<file path="src/design/iosd_consts.svh">
// Constants for the I/O register space decoder: windows, offsets, reset values
`ifndef IOSD_CONSTS_SVH
`define IOSD_CONSTS_SVH

`define IOSD_PORT_LAST      8'h3F
`define IOSD_BIT_LAST       8'h1F
`define IOSD_DATA_OFFSET    8'h20
`define IOSD_EXT_FIRST      8'h60
`define IOSD_EXT_LAST       8'hFF
`define IOSD_SCR0_PORT      8'h1E
`define IOSD_SCR1_PORT      8'h1D
`define IOSD_SCR2_PORT      8'h1C
`define IOSD_FLAG_PORT      8'h1B
`define IOSD_EXT_SCR_DATA   8'h60
`define IOSD_SCR_RESET      8'h00
`define IOSD_FLAG_RESET     8'h00

`endif

</file>
<file path="src/design/iosd_pkg.sv">
// Types shared by the core-side and register-side ends of the I/O space
package iosd_pkg;

  // Access kinds that the core can issue
  typedef enum logic [6:0] {
    IOSD_OP_NONE    = 7'b0000001,
    IOSD_OP_PORT_RD = 7'b0000010,
    IOSD_OP_PORT_WR = 7'b0000100,
    IOSD_OP_MEM_RD  = 7'b0001000,
    IOSD_OP_MEM_WR  = 7'b0010000,
    IOSD_OP_BIT_SET = 7'b0100000,
    IOSD_OP_BIT_CLR = 7'b1000000
  } iosd_op_e;

  typedef logic [7:0] iosd_byte_t;

endpackage : iosd_pkg

</file>
<file path="src/design/iosd_if.sv">
// Interface carrying I/O space accesses from the core end to the register end
`timescale 1ns/100ps
interface iosd_if;
  iosd_pkg::iosd_op_e   op;
  iosd_pkg::iosd_byte_t addr;
  logic [2:0]           bit_sel;
  iosd_pkg::iosd_byte_t wdata;
  iosd_pkg::iosd_byte_t rdata;
  logic                 bit_val;
  logic                 err;

  modport core (output op, output addr, output bit_sel, output wdata,
                input rdata, input bit_val, input err);
  modport regs (input op, input addr, input bit_sel, input wdata,
                output rdata, output bit_val, output err);
endinterface : iosd_if

</file>
<file path="src/design/iosd_regs.sv">
// Register end of the I/O space: decode, scratch registers and a flag register
`timescale 1ns/100ps
`include "iosd_consts.svh"
module iosd_regs (
  input  wire logic       clk_i,
  input  wire logic       arst_n_i,
  input  wire logic [7:0] flag_set_i,
  output logic      [7:0] flag_o,
  output logic      [7:0] ext_scratch_o,
  iosd_if.regs            bus
);

  //////////////////////////////////////////////////////////////////////////////
  // Address translation
  logic       is_port;
  logic       is_mem;
  logic       is_bit;
  logic [7:0] port_addr;
  logic       mem_in_io;
  logic       mem_in_ext;
  logic       addr_ok;
  logic       wr_any;

  assign is_port    = (bus.op == iosd_pkg::IOSD_OP_PORT_RD)
                    | (bus.op == iosd_pkg::IOSD_OP_PORT_WR);
  assign is_mem     = (bus.op == iosd_pkg::IOSD_OP_MEM_RD)
                    | (bus.op == iosd_pkg::IOSD_OP_MEM_WR);
  assign is_bit     = (bus.op == iosd_pkg::IOSD_OP_BIT_SET)
                    | (bus.op == iosd_pkg::IOSD_OP_BIT_CLR);
  // Data space maps 0x20..0x5F onto port 0x00..0x3F
  assign mem_in_io  = (bus.addr >= `IOSD_DATA_OFFSET)
                    & (bus.addr < `IOSD_EXT_FIRST);
  assign mem_in_ext = (bus.addr >= `IOSD_EXT_FIRST);
  assign port_addr  = is_mem ? bus.addr - `IOSD_DATA_OFFSET : bus.addr;
  // Port ops stop at 0x3F, bit ops at 0x1F, extended only by load/store
  assign addr_ok    = is_port ? (bus.addr <= `IOSD_PORT_LAST)
                    : is_bit  ? (bus.addr <= `IOSD_BIT_LAST)
                    : is_mem  ? (mem_in_io | mem_in_ext)
                    : 1'b0;
  function automatic logic mem_in_ext_sel();
    mem_in_ext_sel = is_mem & mem_in_ext;
  endfunction : mem_in_ext_sel

  assign wr_any     = addr_ok & ~mem_in_ext_sel() &
                      ((bus.op == iosd_pkg::IOSD_OP_PORT_WR)
                     | (bus.op == iosd_pkg::IOSD_OP_MEM_WR) | is_bit);

  //////////////////////////////////////////////////////////////////////////////
  // Register selection and write data
  logic [7:0] scr [3];
  logic [7:0] flag;
  logic [7:0] ext_scr;
  logic [7:0] cur;
  logic [7:0] bit_mask;
  logic [7:0] scr_new;
  logic [7:0] flag_clr;
  logic       sel_flag;
  logic       sel_ext;
  logic [2:0] sel_scr;

  function automatic logic [2:0] scr_hit(input logic [7:0] a);
    scr_hit = {a == `IOSD_SCR2_PORT, a == `IOSD_SCR1_PORT, a == `IOSD_SCR0_PORT};
  endfunction : scr_hit

  assign sel_scr  = addr_ok & ~mem_in_ext_sel() ? scr_hit(port_addr) : 3'h0;
  assign sel_flag = addr_ok & ~mem_in_ext_sel() & (port_addr == `IOSD_FLAG_PORT);
  assign sel_ext  = addr_ok & mem_in_ext_sel() & (bus.addr == `IOSD_EXT_SCR_DATA);
  assign bit_mask = 8'h01 << bus.bit_sel;
  assign cur      = sel_scr[0] ? scr[0] : sel_scr[1] ? scr[1] : sel_scr[2] ? scr[2]
                  : sel_flag ? flag : sel_ext ? ext_scr : 8'h00;
  // Bit ops modify one bit of the current value only
  assign scr_new  = (bus.op == iosd_pkg::IOSD_OP_BIT_SET) ? (cur | bit_mask)
                  : (bus.op == iosd_pkg::IOSD_OP_BIT_CLR) ? (cur & ~bit_mask)
                  : bus.wdata;
  // Flag writes: bit ops present only the addressed bit, so neighbours stay set
  assign flag_clr = ~(wr_any & sel_flag) ? 8'h00
                  : (bus.op == iosd_pkg::IOSD_OP_BIT_SET) ? bit_mask
                  : (bus.op == iosd_pkg::IOSD_OP_BIT_CLR) ? 8'h00
                  : bus.wdata;

  //////////////////////////////////////////////////////////////////////////////
  // Scratch registers, held until software writes them
  for (genvar g = 0; g < 3; g++)
  begin : g_scr
    always_ff @(posedge clk_i or negedge arst_n_i)
    begin
      if (!arst_n_i)
        scr[g] <= `IOSD_SCR_RESET;
      else if (wr_any & sel_scr[g])
        scr[g] <= scr_new;
    end
  end

  // Extended scratch, reachable by load/store only
  always_ff @(posedge clk_i or negedge arst_n_i)
  begin
    if (!arst_n_i)
      ext_scr <= `IOSD_SCR_RESET;
    else if (sel_ext & (bus.op == iosd_pkg::IOSD_OP_MEM_WR))
      ext_scr <= bus.wdata;
  end

  // Sticky flags; a new event beats a same-cycle clear
  always_ff @(posedge clk_i or negedge arst_n_i)
  begin
    if (!arst_n_i)
      flag <= `IOSD_FLAG_RESET;
    else
      flag <= (flag & ~flag_clr) | flag_set_i;
  end

  //////////////////////////////////////////////////////////////////////////////
  // Read path: combinational, valid in the access cycle
  assign bus.rdata     = ((bus.op == iosd_pkg::IOSD_OP_PORT_RD)
                        | (bus.op == iosd_pkg::IOSD_OP_MEM_RD)) ? cur : 8'h00;
  assign bus.bit_val   = is_bit ? cur[bus.bit_sel] : 1'b0;
  assign bus.err       = (bus.op != iosd_pkg::IOSD_OP_NONE) & ~addr_ok;
  assign flag_o        = flag;
  assign ext_scratch_o = ext_scr;

endmodule : iosd_regs

</file>
<file path="src/flat_wrapper.sv">
// flat-port wrapper written by rule: the top's interface ports become plain ports
module iosd_regs_flat 
  (clk_i, arst_n_i, flag_set_i, flag_o, ext_scratch_o, bus_op, bus_addr, bus_bit_sel, bus_wdata, bus_rdata, bus_bit_val, bus_err);
  iosd_if bus_i ();
  input  wire logic clk_i;
  input  wire logic arst_n_i;
  input  wire logic [7:0] flag_set_i;
  output logic      [7:0] flag_o;
  output logic      [7:0] ext_scratch_o;
  input wire logic [$bits(bus_i.op)-1:0] bus_op;
  input wire logic [$bits(bus_i.addr)-1:0] bus_addr;
  input wire logic [$bits(bus_i.bit_sel)-1:0] bus_bit_sel;
  input wire logic [$bits(bus_i.wdata)-1:0] bus_wdata;
  output wire logic [$bits(bus_i.rdata)-1:0] bus_rdata;
  output wire logic [$bits(bus_i.bit_val)-1:0] bus_bit_val;
  output wire logic [$bits(bus_i.err)-1:0] bus_err;
  assign bus_i.op = bus_op;
  assign bus_i.addr = bus_addr;
  assign bus_i.bit_sel = bus_bit_sel;
  assign bus_i.wdata = bus_wdata;
  assign bus_rdata = bus_i.rdata;
  assign bus_bit_val = bus_i.bit_val;
  assign bus_err = bus_i.err;
  iosd_regs u_core (.clk_i(clk_i), .arst_n_i(arst_n_i), .flag_set_i(flag_set_i), .flag_o(flag_o), .ext_scratch_o(ext_scratch_o), .bus(bus_i));
endmodule
</file>
<file path="config.mk">
export PLATFORM = sky130hd
export DESIGN_NAME = iosd_regs_flat
export DESIGN_NICKNAME = d
export VERILOG_FILES = /design/src/design/iosd_pkg.sv /design/src/design/iosd_if.sv /design/src/design/iosd_regs.sv /design/src/flat_wrapper.sv
export VERILOG_INCLUDE_DIRS = /design/src /design/src/design
export SDC_FILE = /design/constraint.sdc
export NUM_CORES = 1
export LEC_CHECK = 0
export BUFFER_PORTS_ARGS = -buffer_cell sky130_fd_sc_hd__buf_2
export CORE_UTILIZATION = 31
export CTS_BUF_LIST = sky130_fd_sc_hd__clkbuf_8
export DETAILED_ROUTE_END_ITERATION = 10
export PLACE_DENSITY_LB_ADDON = 0.1
export SKIP_CTS_REPAIR_TIMING = 1
export SLEW_MARGIN = 10
export SYNTH_ARGS = -nofsm -noshare
export SYNTH_HDL_FRONTEND = slang
export SYNTH_SLANG_ARGS = --single-unit
</file>
<file path="constraint.sdc">
create_clock -name clk_i -period 3.6 [get_ports clk_i]
set_clock_uncertainty 0.05 [all_clocks]
set_input_delay 0.9 -clock clk_i [delete_from_list [all_inputs] [get_ports clk_i]]
set_output_delay 0.9 -clock clk_i [all_outputs]
set_load 0.03 [all_outputs]
</file>
Word-level counts from Yosys, hierarchy flattened. Cells that the tools add are included. Widths: inputs -> output; s select.

Word-level logic and storage cells: 72. Output and inout port bits: 26. Flip-flop bits (word level): 40. Bits of input ports: 36.

Multiplexer cells: 19. Shift operators: 1. $add $sub $neg: 1. Order comparisons: 6. Equal/unequal tests: 12. Bitwise operators: 28.

Operator list (number): $mux 8 (12); $eq 8x5->1 const B (4); $and 8x8->8 (2); $not 8->8 (2); $or 8x8->8 (2); $and 1x1->1 (13); $eq 8x7->1 const B (1); $ge 8x6->1 const B (1); $ge 8x7->1 const B (1); $le 8x5->1 const B (1); $le 8x6->1 const B (1); $lt 8x7->1 const B (1); $shl 1x3->8 const A (1); $sub 8x6->8 const B (1); $eq 7x2->1 const B (1); $eq 7x3->1 const B (1); $eq 7x4->1 const B (1); $eq 7x5->1 const B (1); $eq 7x6->1 const B (1); $eq 7x7->1 const B (1); $ne 7x1->1 const B (1); $or 1x1->1 (7); $mux 1 (5); $lt 3x4->1 const B (1); other kinds (3) (4).

Depth between registers and ports, before layout. Gate-level depths: netlist (run 1).

Depth after elaboration: 16. Gate-level depth with buffers: 11. Gate-level depth less buffers: 9.

Worst setup path before layout (run 1). Ideal clock, no wire load.

Path kind: input port to output port. From: input bus_addr[5]. To: output bus_bit_val. Data required time: 2.650 ns. Stages: 11. Buffers on the path: 2. Data arrival time: 3.306 ns. Slack: -0.656 ns. Path through: inv_1 -> ha_1 -> nand2_1 -> or3_1 -> buf_2 -> or2_0 -> buf_6 -> a211oi_4 -> a211oi_2 -> o31a_1 -> nor4_2.

Longest elaborated chain between the ends: 16. Elaborated cells between the ends (all ways): 32. Those cells by class: add/sub: 1; order compare: 5; eq/ne: 5; mux: 13; bitwise: 8.

Ends and longest elaborated chain: start, declared (RTL line flat_wrapper.sv:11) `input wire logic [$bits(bus_i.addr)-1:0] bus_addr;`; $ge 8x6->1 (no line) / $lt 8x7->1 (equally long branches); $and 1x1->1 (RTL line iosd_regs.sv:31) `` assign mem_in_io = (bus.addr >= `IOSD_DATA_OFFSET) ``; $or 1x1->1 (RTL line iosd_regs.sv:38) `: is_mem ? (mem_in_io | mem_in_ext)`; $mux 1 (RTL line iosd_regs.sv:38); $mux 1 (RTL line iosd_regs.sv:37) `` : is_bit ? (bus.addr <= `IOSD_BIT_LAST) ``; $mux 1 (RTL line iosd_regs.sv:36) `` assign addr_ok = is_port ? (bus.addr <= `IOSD_PORT_LAST) ``; $and 1x1->1 (2 in a row) (RTL line iosd_regs.sv:67) `` assign sel_ext = addr_ok & mem_in_ext_sel() & (bus.addr == `IOSD_EXT_SCR_DATA); ``; $mux 8 (2 in a row) (RTL line iosd_regs.sv:70) `: sel_flag ? flag : sel_ext ? ext_scr : 8'h00;`; $mux 8 (2 in a row) (RTL line iosd_regs.sv:69) `assign cur = sel_scr[0] ? scr[0] : sel_scr[1] ? scr[1] : sel_scr[2] ? scr[2]`; $mux 8 (*) (RTL line iosd_regs.sv:69); $bmux 1 s3 (*) (RTL line iosd_regs.sv:116) `assign bus.bit_val = is_bit ? cur[bus.bit_sel] : 1'b0;`; $mux 1 (implied by the code) (*) (RTL line iosd_regs.sv:116); $mux 1 (*) (RTL line iosd_regs.sv:116); end, declared (RTL line flat_wrapper.sv:15) `output wire logic [$bits(bus_i.bit_val)-1:0] bus_bit_val;`.

Mark *: on every way between the ends. The rest lies on a longest branch, timed or not. The select of a mux whose other input is x is not followed.

Final worst setup path (run 1).
From: input bus_addr[6]. To: output bus_bit_val.

Same word-level chain as after synthesis.

==> flow_metrics.env, run 1 <==
export IMPL_avgSynthCellArea_um2=8.40
export IMPL_synth_area_leader_cell="dfrtp_1"
export IMPL_io_pins=62
export IMPL_antenna_found_initial=0
export IMPL_drc_errors=0
export IMPL_layout_drive_gt1_share=0.496
export IMPL_powerDensity_nw_per_um2=222
export IMPL_synth_edff_count=0
export IMPL_track_usage=0.223
export IMPL_drv_cap=0
export IMPL_start_kind="input pin"
export IMPL_post_synth_top_count_cell="nand2_1"
export IMPL_core_um2=9330
export IMPL_dr_total_vias=3352
export IMPL_yosysWarnings=0
export IMPL_synth_area_leaders="dfrtp_1, nand2_1, nor2_1"
export IMPL_vias_per_cell=5.28
export IMPL_seq_area_frac_synth=0.334
export IMPL_max_vdd_ir_drop_v=0.000146
export IMPL_start_util=0.322
export IMPL_dp_hpwl_um=8560
export IMPL_max_slew_margin=0.368
export IMPL_finalHoldViolations=0
export IMPL_nFillCells=941
export IMPL_cts_inserted_buffers=5
export IMPL_first_pass_iters=5
export IMPL_synth_compound_area_frac=0.296
export IMPL_syn_area_um2=3000
export IMPL_wl_per_cell_um=17.3
export IMPL_ys_flop_type="dfrtp_1"
export IMPL_p_sw_mw=0.299
export IMPL_ys_ff_latch=40
export IMPL_syn_nets=395
export IMPL_fin_hold_ws_ns=0.470
export IMPL_hp_class="flip-flop to flip-flop"
export IMPL_rsz0062_at_grt="true"
export IMPL_endpoint_kind="output pin"
export IMPL_p_leak_nw=1.98
export IMPL_synth_commonest_cells="nand2_1, dfrtp_1, nor2_1, a21oi_1, nor3_1"
export IMPL_fmax_mhz=248
export IMPL_finalCritPeriodShare=1.12
export IMPL_finalSetupViolations=9
export IMPL_synthAdderAreaFrac=0.00834
export IMPL_die_h_um=100
export IMPL_synth_top_family_by_area="compound AO/OA/AOI/OAI gates"
export IMPL_io_buffer_count=61
export IMPL_grt_pass1_vias=3252
export IMPL_cp_arrival_ns=3.08
export IMPL_power_frac_seq=0.434
export IMPL_antenna_cells=0
export IMPL_async_flop_share=1.00
export IMPL_cts_path_max_buffers=2
export IMPL_outcome="finished, violations left"
export IMPL_muxShareOfSynthArea=0.0300
export IMPL_die_w_um=100
export IMPL_gp_congestion=0.911
export IMPL_grt_max_degree=41
export IMPL_critical_path_peak_fanout=6
export IMPL_synth_cell_types=67
export IMPL_cts_root_buf="clkbuf_8"
export IMPL_ant_nets=0
export IMPL_area_growth_pct=55.5
export IMPL_combPwrFrac=0.176
export IMPL_wl_um=11000
export IMPL_drt_iter0_drc=154
export IMPL_tightest_slew_ns=0.948
export IMPL_tritoncts_num_sinks=40
export IMPL_final_nets=543
export IMPL_netSwitchingFraction=0.289
export IMPL_pwr_share_clk=0.390
export IMPL_criticalPathCategory="input pin to output pin"
export IMPL_violations="negative setup slack"
export IMPL_fin_ws_ns=-0.428
export IMPL_synth_xor_area_share=0.0171
export IMPL_path_clk_slew_ns=0.09
export IMPL_required_ns=2.65
export IMPL_period_needed_ns=4.03
export IMPL_intPower_mw=0.736
export IMPL_overflow=0
export IMPL_p_total_mw=1.03
export IMPL_clk_insertion_delay_late_ns=0.31
export IMPL_fp_dieArea_um2=10100
export IMPL_grt_pass1_wl_um=17000
export IMPL_cts_tree="yes"
export IMPL_num_rows=35
export IMPL_synthSimpleGateAreaFrac=0.263
export IMPL_slew_viol_final=0
export IMPL_synth_cells=357
export IMPL_synth_top_area_frac=0.334
export IMPL_htree_levels=2
flip-flops by register name, indices dropped and copies added, names as in the netlist:
name                  flops
u_core.flag_o             8
u_core.scr               24
u_core.ext_scratch_o      8
final timing paths:
kind / startpoint / endpoint / slack, ns / depth (start not counted)
hold / removal: u_core.flag_o[0]$_DFF_PN0_ / u_core.flag_o[0]$_DFF_PN0_ / 0.47 / 1
min in group asynchronous: arst_n_i / u_core.scr[3]$_DFFE_PN0P_ / 0.69 / 1
setup / recovery: bus_addr[6] / bus_bit_val / -0.43 / 12
hold reg to reg: u_core.flag_o[0]$_DFF_PN0_ / u_core.flag_o[0]$_DFF_PN0_ / 0.47 / 1
max in group asynchronous: arst_n_i / u_core.ext_scratch_o[5]$_DFFE_PN0P_ / 2.23 / 1
setup reg to reg: u_core.flag_o[6]$_DFF_PN0_ / u_core.scr[14]$_DFFE_PN0P_ / 1.56 / 7
cell families (layout without fill, tap and decap cells):
| family | after synthesis | after routing |
|---|---|---|
| simple gates | 149 | 149 |
| compound gates | 122 | 122 |
| flops | 40 | 40 |
| buf+inv | 31 | 180 |
| mux | 8 | 8 |
| xor+xnor | 5 | 5 |
| fa+ha+maj | 2 | 2 |
power groups by stage:
stage	Sequential, mW	Clock [mW]	Combinational, mW
5_1_grt	0.449	0.430	0.199
6_report	0.449	0.403	0.182
3_3_place_gp	0.458	0	0.167
2_1_floorplan	0.458	0	0.0745
4_1_cts	0.449	0.410	0.169
3_5_place_dp	0.458	0	0.168
placed cells by master, fill, tap and decap left out, types with 3 or more instances in the layout:
cell type / netlist / final
clkbuf_8: 0 / 5
inv_1: 9 / 7
a31oi_1: 13 / 12
o31a_1: 3 / 3
mux2_2: 8 / 8
o21ai_0: 14 / 10
nor2b_1: 8 / 5
nand2_1: 44 / 43
o211ai_1: 7 / 7
a21oi_1: 21 / 19
buf_4: 0 / 92
a211oi_4: 2 / 4
a21o_1: 11 / 11
nand3_1: 6 / 5
a21oi_2: 4 / 5
nor3_1: 17 / 10
dfrtp_1: 40 / 40
nor2_1: 40 / 33
a22oi_1: 5 / 5
nor4_4: 2 / 3
o21ai_1: 4 / 5
a22o_1: 5 / 5
nor3_2: 0 / 7
buf_6: 4 / 14
or2_2: 3 / 3
nand2b_1: 4 / 4
o2111ai_1: 3 / 3
nor2_4: 1 / 5
nor2_2: 2 / 5
buf_2: 6 / 53
critical path, stage by stage:
cell	delay, ns
buf_8	0.09
inv_4	0.04
ha_4	0.25
nand2_2	0.04
or3_4	0.32
or2_1	0.25
buf_6	0.15
a211oi_4	0.26
a211oi_2	0.06
o31a_1	0.34
nor4_4	0.19
buf_6	0.18
layer usage:
| layer | global-route usage | share of wire |
|---|---|---|
| met1 | 0.300 | 0.45 |
| met2 | 0.371 | 0.48 |
| met3 | 0.0265 | 0.046 |
| met4 | 0.0725 | 0.023 |
| met5 | 0 | 0 |
through the flow:
step,area [um^2],instances,setup slack [ns],setup TNS [ns],utilization
floorplan,3050,357,-0.382,-0.492,-
global placement,4150,621,-0.628,-3.70,0.444
detailed placement,4150,621,-0.624,-3.85,0.444
CTS,4260,629,-0.647,-4.02,0.457
global route,4660,635,-0.524,-3.13,0.500
finish,4660,635,-0.428,-2.48,0.500
cell type report:
| type | instances | area (um^2) | share of cell area |
|---|---|---|---|
| clock buffer | 5 | 68.8 | 0.0148 |
| clock inverter | 3 | 46.3 | 0.00992 |
| inverter | 9 | 38.8 | 0.00832 |
| multi-input combinational | 286 | 2160 | 0.464 |
| sequential | 40 | 1000 | 0.215 |
| tap | 129 | 161 | 0.0346 |
| timing repair buffer | 163 | 1180 | 0.254 |
No activity file was read; power rests on OpenSTA's default activity.
==> run 2: changes to the inputs <==
--- a/config.mk
+++ b/config.mk
@@ -6,6 +6,7 @@
 export SDC_FILE = /design/constraint.sdc
 export NUM_CORES = 1
 export LEC_CHECK = 0
+export ABC_CLOCK_PERIOD_IN_PS = 4200
 export BUFFER_PORTS_ARGS = -buffer_cell sky130_fd_sc_hd__buf_2
 export CORE_UTILIZATION = 31
 export CTS_BUF_LIST = sky130_fd_sc_hd__clkbuf_8
==> constraint.sdc (replaced) <==
create_clock -name clk_i -period 4.2 [get_ports clk_i]
set_clock_uncertainty 0.05 [all_clocks]
set_input_delay 1.05 -clock clk_i [delete_from_list [all_inputs] [get_ports clk_i]]
set_output_delay 1.05 -clock clk_i [all_outputs]
set_load 0.03 [all_outputs]
==> run 2 against run 1 <==
The flow still finishes with violations (negative setup slack). Wire length down 4.8%. Cell area down 7.4%. Critical path depth unchanged. Highest routed layer unchanged. Hold slack worse by 0.0029 ns.
==> flow_metrics.env, run 2 (synthesis gave the netlist of run 1 again) <==
export IMPL_tritoncts_num_sinks=40
export IMPL_grt_pass1_wl_um=16600
export IMPL_slew_viol_final=0
export IMPL_powerDensity_nw_per_um2=203
export IMPL_vias_per_cell=5.19
export IMPL_crit_chain="buf_12, inv_6, ha_4, nand2_2, or3_4, or2_1, buf_6, a211oi_4, a211oi_2, o31a_1, nor4_4, buf_4"
export IMPL_io_pins=62
export IMPL_regMostFlops="u_core.scr"
export IMPL_violations="negative setup slack"
export IMPL_min_path_cells=1
export IMPL_ant_nets=0
export IMPL_die_h_um=100
export IMPL_path_delay_family="simple AND/OR/NAND/NOR gates"
export IMPL_gp_congestion=0.972
export IMPL_r2r_end="u_core.scr[22]$_DFFE_PN0P_"
export IMPL_max_slew_margin=0.390
export IMPL_r2r_start="u_core.flag_o[6]$_DFF_PN0_"
export IMPL_cpMaxStageDelayCell="o31a_1"
export IMPL_drt_iter0_drc=230
export IMPL_max_vdd_ir_drop_v=0.000137
export IMPL_dr_total_vias=3183
export IMPL_fin_hold_ws_ns=0.467
export IMPL_endpoint_kind="output pin"
export IMPL_largest_reg_flops=24
export IMPL_wl_um=10500
export IMPL_area_growth_pct=44.1
export IMPL_outcome="finished, violations left"
export IMPL_path_clk_slew_ns=0.09
export IMPL_place_inst=602
export IMPL_tightest_slew_ns=0.915
export IMPL_fmax_mhz=230
export IMPL_crit_buf_inv=4
export IMPL_cts_tree="yes"
export IMPL_io_buffer_count=61
export IMPL_critical_path_peak_fanout=6
export IMPL_hold_start="u_core.flag_o[6]$_DFF_PN0_"
export IMPL_antenna_found_initial=0
export IMPL_required_ns=3.10
export IMPL_start_util=0.322
export IMPL_num_rows=35
export IMPL_crit_path_max_incr_delay_ns=0.34
export IMPL_finalCritPeriodShare=1.04
export IMPL_final_nets=521
export IMPL_cts_inserted_buffers=5
export IMPL_overflow=0
export IMPL_cts_root_buf="clkbuf_8"
export IMPL_antenna_cells=0
export IMPL_wl_per_cell_um=17.1
export IMPL_start_kind="input pin"
export IMPL_hp_class="flip-flop to flip-flop"
export IMPL_drc_errors=0
export IMPL_grt_pass1_vias=3109
export IMPL_cts_path_max_buffers=2
export IMPL_drv_cap=0
export IMPL_r2r_cells=7
export IMPL_layout_drive_gt1_share=0.430
export IMPL_final_cells=613
export IMPL_final_cell_mix="buf_4, buf_2, nand2_1"
export IMPL_finalSetupViolations=3
export IMPL_p_leak_nw=1.86
export IMPL_r2r_setup_slack_ns=2.22
export IMPL_core_um2=9330
export IMPL_die_w_um=100
export IMPL_grt_max_degree=41
export IMPL_cp_arrival_ns=3.26
export IMPL_clk_insertion_delay_late_ns=0.30
export IMPL_htree_levels=2
export IMPL_criticalPathCategory="input pin to output pin"
export IMPL_first_pass_iters=4
export IMPL_track_usage=0.216
export IMPL_rsz0062_at_grt="true"
export IMPL_fin_ws_ns=-0.156
export IMPL_min_to="u_core.flag_o[6]$_DFF_PN0_"
export IMPL_dp_hpwl_um=8250
export IMPL_final_common_cell="buf_4"
export IMPL_fp_dieArea_um2=10100
export IMPL_period_needed_ns=4.36
export IMPL_finalHoldViolations=0
[run 2: cell count changes in the layout (fill, tap and decap cells not counted), sizes merged]
cell  before  now
buf      163  141
[run 2: worst max path at each step]
stage                startpoint          end  slack, ns  cells past startpoint
detailed placement  bus_addr[3]  bus_bit_val      -0.30                     10
CTS                 bus_addr[3]  bus_bit_val      -0.31                     10
global placement      bus_op[6]  bus_bit_val      -0.33                     10
finish              bus_addr[6]  bus_bit_val      -0.16                     12
floorplan           bus_addr[5]  bus_bit_val      -0.08                     11
global route        bus_addr[2]  bus_bit_val      -0.22                     10
[run 2: layer usage]
| metal | vias to the layer above | track usage | share of wire |
|---|---|---|---|
| met1 | 1522 | 0.294 | 0.47 |
| met5 | - | 0 | 0 |
| met2 | 76 | 0.367 | 0.48 |
| met4 | 0 | 0.0513 | 0.016 |
| met3 | 12 | 0.0216 | 0.037 |
| li1 | 1573 | - | - |
[run 2: report_power, final]
| group | switching (mW) | internal, mW | total, mW | leakage [nW] |
|---|---|---|---|---|
| clock | 0.163 | 0.179 | 0.342 | 0.0548 |
| sequential | 0.0000406 | 0.385 | 0.385 | 0.517 |
| combinational | 0.0861 | 0.0623 | 0.148 | 1.29 |
| total | 0.249 | 0.627 | 0.875 | 1.86 |
[run 2: worst register-to-register path, stage by stage, from the launching register on]
cell and delay (ns):
dfrtp_1 0.41, a31oi_1 0.28, nor3_1 0.08, a221o_1 0.33
buf_4 0.14, a211oi_1 0.23, o31a_1 0.24, a21oi_1 0.09
[run 2: area by class of cell]
class,instances,area (um^2)
clock inverter,3,46.3
sequential,40,1000
clock buffer,5,68.8
timing repair buffer,141,993
multi-input combinational,286,2010
fill,949,5010
tap,129,161
inverter,9,41.3
[run 2: stage by stage]
stage	total power, mW	utilization	TNS [ns]	setup slack (ns)	area, um^2
after global placement	0.530	0.425	-0.746	-0.327	3970
after floorplan	0.456	-	-0.0819	-0.0819	3020
final	0.875	0.463	-0.187	-0.156	4320
after CTS	0.876	0.438	-0.890	-0.308	4080
after detailed placement	0.530	0.425	-0.777	-0.299	3970
after global routing	0.914	0.463	-0.456	-0.217	4320
==> run 3: changes to the inputs <==
--- a/config.mk
+++ b/config.mk
@@ -8,12 +8,13 @@
 export LEC_CHECK = 0
 export ABC_CLOCK_PERIOD_IN_PS = 4200
 export BUFFER_PORTS_ARGS = -buffer_cell sky130_fd_sc_hd__buf_2
+export CELL_PAD_IN_SITES_DETAIL_PLACEMENT = 0
+export CELL_PAD_IN_SITES_GLOBAL_PLACEMENT = 2
 export CORE_UTILIZATION = 31
 export CTS_BUF_LIST = sky130_fd_sc_hd__clkbuf_8
 export DETAILED_ROUTE_END_ITERATION = 10
 export PLACE_DENSITY_LB_ADDON = 0.1
 export SKIP_CTS_REPAIR_TIMING = 1
-export SLEW_MARGIN = 10
 export SYNTH_ARGS = -nofsm -noshare
 export SYNTH_HDL_FRONTEND = slang
 export SYNTH_SLANG_ARGS = --single-unit
==> run 3 against run 2 <==
Non-clock buffer count decreased by 4. Setup slack got worse by 0.046 ns. Register-to-register slack got worse by 0.15 ns. Cell area increased by 1.0%. First-iteration DRC count decreased by 16%. Largest power group unchanged. Core utilization increased by 0.47 points. Total power increased by 0.32%. Global-route usage increased by 0.85 points. Via count increased by 0.22%. Die area unchanged. The run still ends with negative setup slack left.
==> flow_metrics.env, run 3 (synthesis gave the netlist of run 1 again) <==
export IMPL_outcome="finished, violations left"
export IMPL_violations="negative setup slack"
export IMPL_final_nets=517
export IMPL_dp_hpwl_um=8400
export IMPL_largest_reg_flops=24
export IMPL_max_vdd_ir_drop_v=0.000116
export IMPL_cts_tree="yes"
export IMPL_fmax_mhz=227
export IMPL_wl_um=11000
export IMPL_rsz0062_at_grt="true"
export IMPL_ant_nets=0
export IMPL_fin_setup_tns_ns=-0.202
export IMPL_cpMaxStageDelayCell="nor4_4"
export IMPL_required_ns=3.10
export IMPL_drc_errors=0
export IMPL_final_cell_mix="buf_4, buf_2, nand2_1"
export IMPL_clk_insertion_delay_late_ns=0.31
export IMPL_fp_dieArea_um2=10100
export IMPL_p_total_mw=0.878
export IMPL_cts_path_max_buffers=2
export IMPL_crit_chain="buf_2, nor3_1, and3_1, a211o_2, a21oi_4, buf_12, buf_4, a31oi_1, o22ai_2, nor4_4, buf_6"
export IMPL_grt_pass1_wl_um=17000
export IMPL_path_clk_slew_ns=0.10
export IMPL_crit_path_max_incr_delay_ns=0.31
export IMPL_drt_iter0_drc=194
export IMPL_tritoncts_num_sinks=40
export IMPL_overflow=0
export IMPL_regMostFlops="u_core.scr"
export IMPL_r2r_cells=6
export IMPL_r2r_end="u_core.scr[18]$_DFFE_PN0P_"
export IMPL_dp_slack_ns=-0.328
export IMPL_final_area_um2=4360
export IMPL_drv_cap=0
export IMPL_criticalPathCategory="input pin to output pin"
export IMPL_critical_path_peak_fanout=6
export IMPL_grt_pass1_vias=3143
export IMPL_period_needed_ns=4.40
export IMPL_final_common_cell="buf_4"
export IMPL_die_w_um=100
export IMPL_hp_class="flip-flop to flip-flop"
export IMPL_r2r_setup_slack_ns=2.07
export IMPL_dr_total_vias=3190
export IMPL_gp_congestion=0.893
export IMPL_vias_per_cell=5.24
export IMPL_finalHoldViolations=0
export IMPL_antenna_cells=0
export IMPL_max_slew_margin=0.357
export IMPL_htree_levels=2
export IMPL_tightest_slew_ns=0.964
export IMPL_finalSetupViolations=1
export IMPL_cts_inserted_buffers=5
export IMPL_slew_viol_final=0
export IMPL_io_buffer_count=61
export IMPL_wl_per_cell_um=18.0
export IMPL_fin_ws_ns=-0.202
export IMPL_antenna_found_initial=0
export IMPL_num_rows=35
export IMPL_grt_max_degree=41
export IMPL_min_path_cells=1
export IMPL_core_um2=9330
export IMPL_multi_input_area_um2=2050
export IMPL_p_leak_nw=1.87
export IMPL_track_usage=0.224
export IMPL_cts_root_buf="clkbuf_8"
export IMPL_r2r_start="u_core.flag_o[2]$_DFF_PN0_"
export IMPL_postPlaceCellArea_um2=3940
export IMPL_finalCritPeriodShare=1.05
export IMPL_powerDensity_nw_per_um2=201
export IMPL_layout_drive_gt1_share=0.440
export IMPL_die_h_um=100
export IMPL_io_pins=62
export IMPL_hold_start="u_core.flag_o[4]$_DFF_PN0_"
export IMPL_start_kind="input pin"
export IMPL_min_to="u_core.flag_o[4]$_DFF_PN0_"
export IMPL_start_util=0.322
export IMPL_cp_arrival_ns=3.30
export IMPL_first_pass_iters=4
export IMPL_area_growth_pct=45.5
export IMPL_endpoint_kind="output pin"
export IMPL_register_area_um2=1000
export IMPL_nFillCells=950
export IMPL_fin_hold_ws_ns=0.465
[run 3: cell count changes in the layout (fill, tap and decap cells not counted), moves of 2 or more]
cell     change
buf_4        -4
buf_2        -3
nor2_1       -3
buf_6        +2
nor2_2       +2
nor3_2       -2
o21ai_1      -2
[run 3: worst max-delay path by stage]
stage | start | end | slack (ns) | cells after the start
CTS | bus_addr[5] | bus_bit_val | -0.34 | 10
floorplan | bus_addr[5] | bus_bit_val | -0.08 | 11
global route | bus_op[6] | bus_bit_val | -0.31 | 11
global placement | bus_addr[5] | bus_bit_val | -0.36 | 10
finish | bus_op[6] | bus_bit_val | -0.20 | 11
detailed placement | bus_addr[5] | bus_bit_val | -0.33 | 10
[run 3: power by group]
| part | switching (mW) | leakage, nW | internal [mW] |
|---|---|---|---|
| clock | 0.163 | 0.0548 | 0.179 |
| sequential | 0.0000431 | 0.517 | 0.385 |
| combinational | 0.0889 | 1.30 | 0.0621 |
[run 3: area by class of cell]
| cell class | instances | area share |
|---|---|---|
| Timing Repair Buffer | 137 | 0.227 |
| Sequential cell | 40 | 0.229 |
| Clock inverter | 3 | 0.0106 |
| Multi-Input combinational cell | 286 | 0.471 |
| Clock buffer | 5 | 0.0158 |
| Inverter | 9 | 0.00946 |
| Tap cell | 129 | 0.0370 |
[run 3: layer usage]
| metal | up-vias | part of all wire | GRT usage |
|---|---|---|---|
| li1 | 1561 | - | - |
| met1 | 1526 | 0.48 | 0.307 |
| met2 | 94 | 0.47 | 0.376 |
| met3 | 9 | 0.038 | 0.0258 |
| met4 | 0 | 0.013 | 0.0557 |
| met5 | - | 0 | 0 |
[run 3: through the flow]
step                utilization  std cells
floorplan                     -        357
finish                    0.468        609
detailed placement        0.422        596
global placement          0.422        596
global route              0.468        609
CTS                       0.434        604
[run 3: worst max-delay path, delay by kind of cell]
kind / cells / cell delay [ns]
and+or+nand+nor: 3 / 0.88
AOI/OAI and AO/OA: 4 / 0.78
buffers and inverters: 4 / 0.60
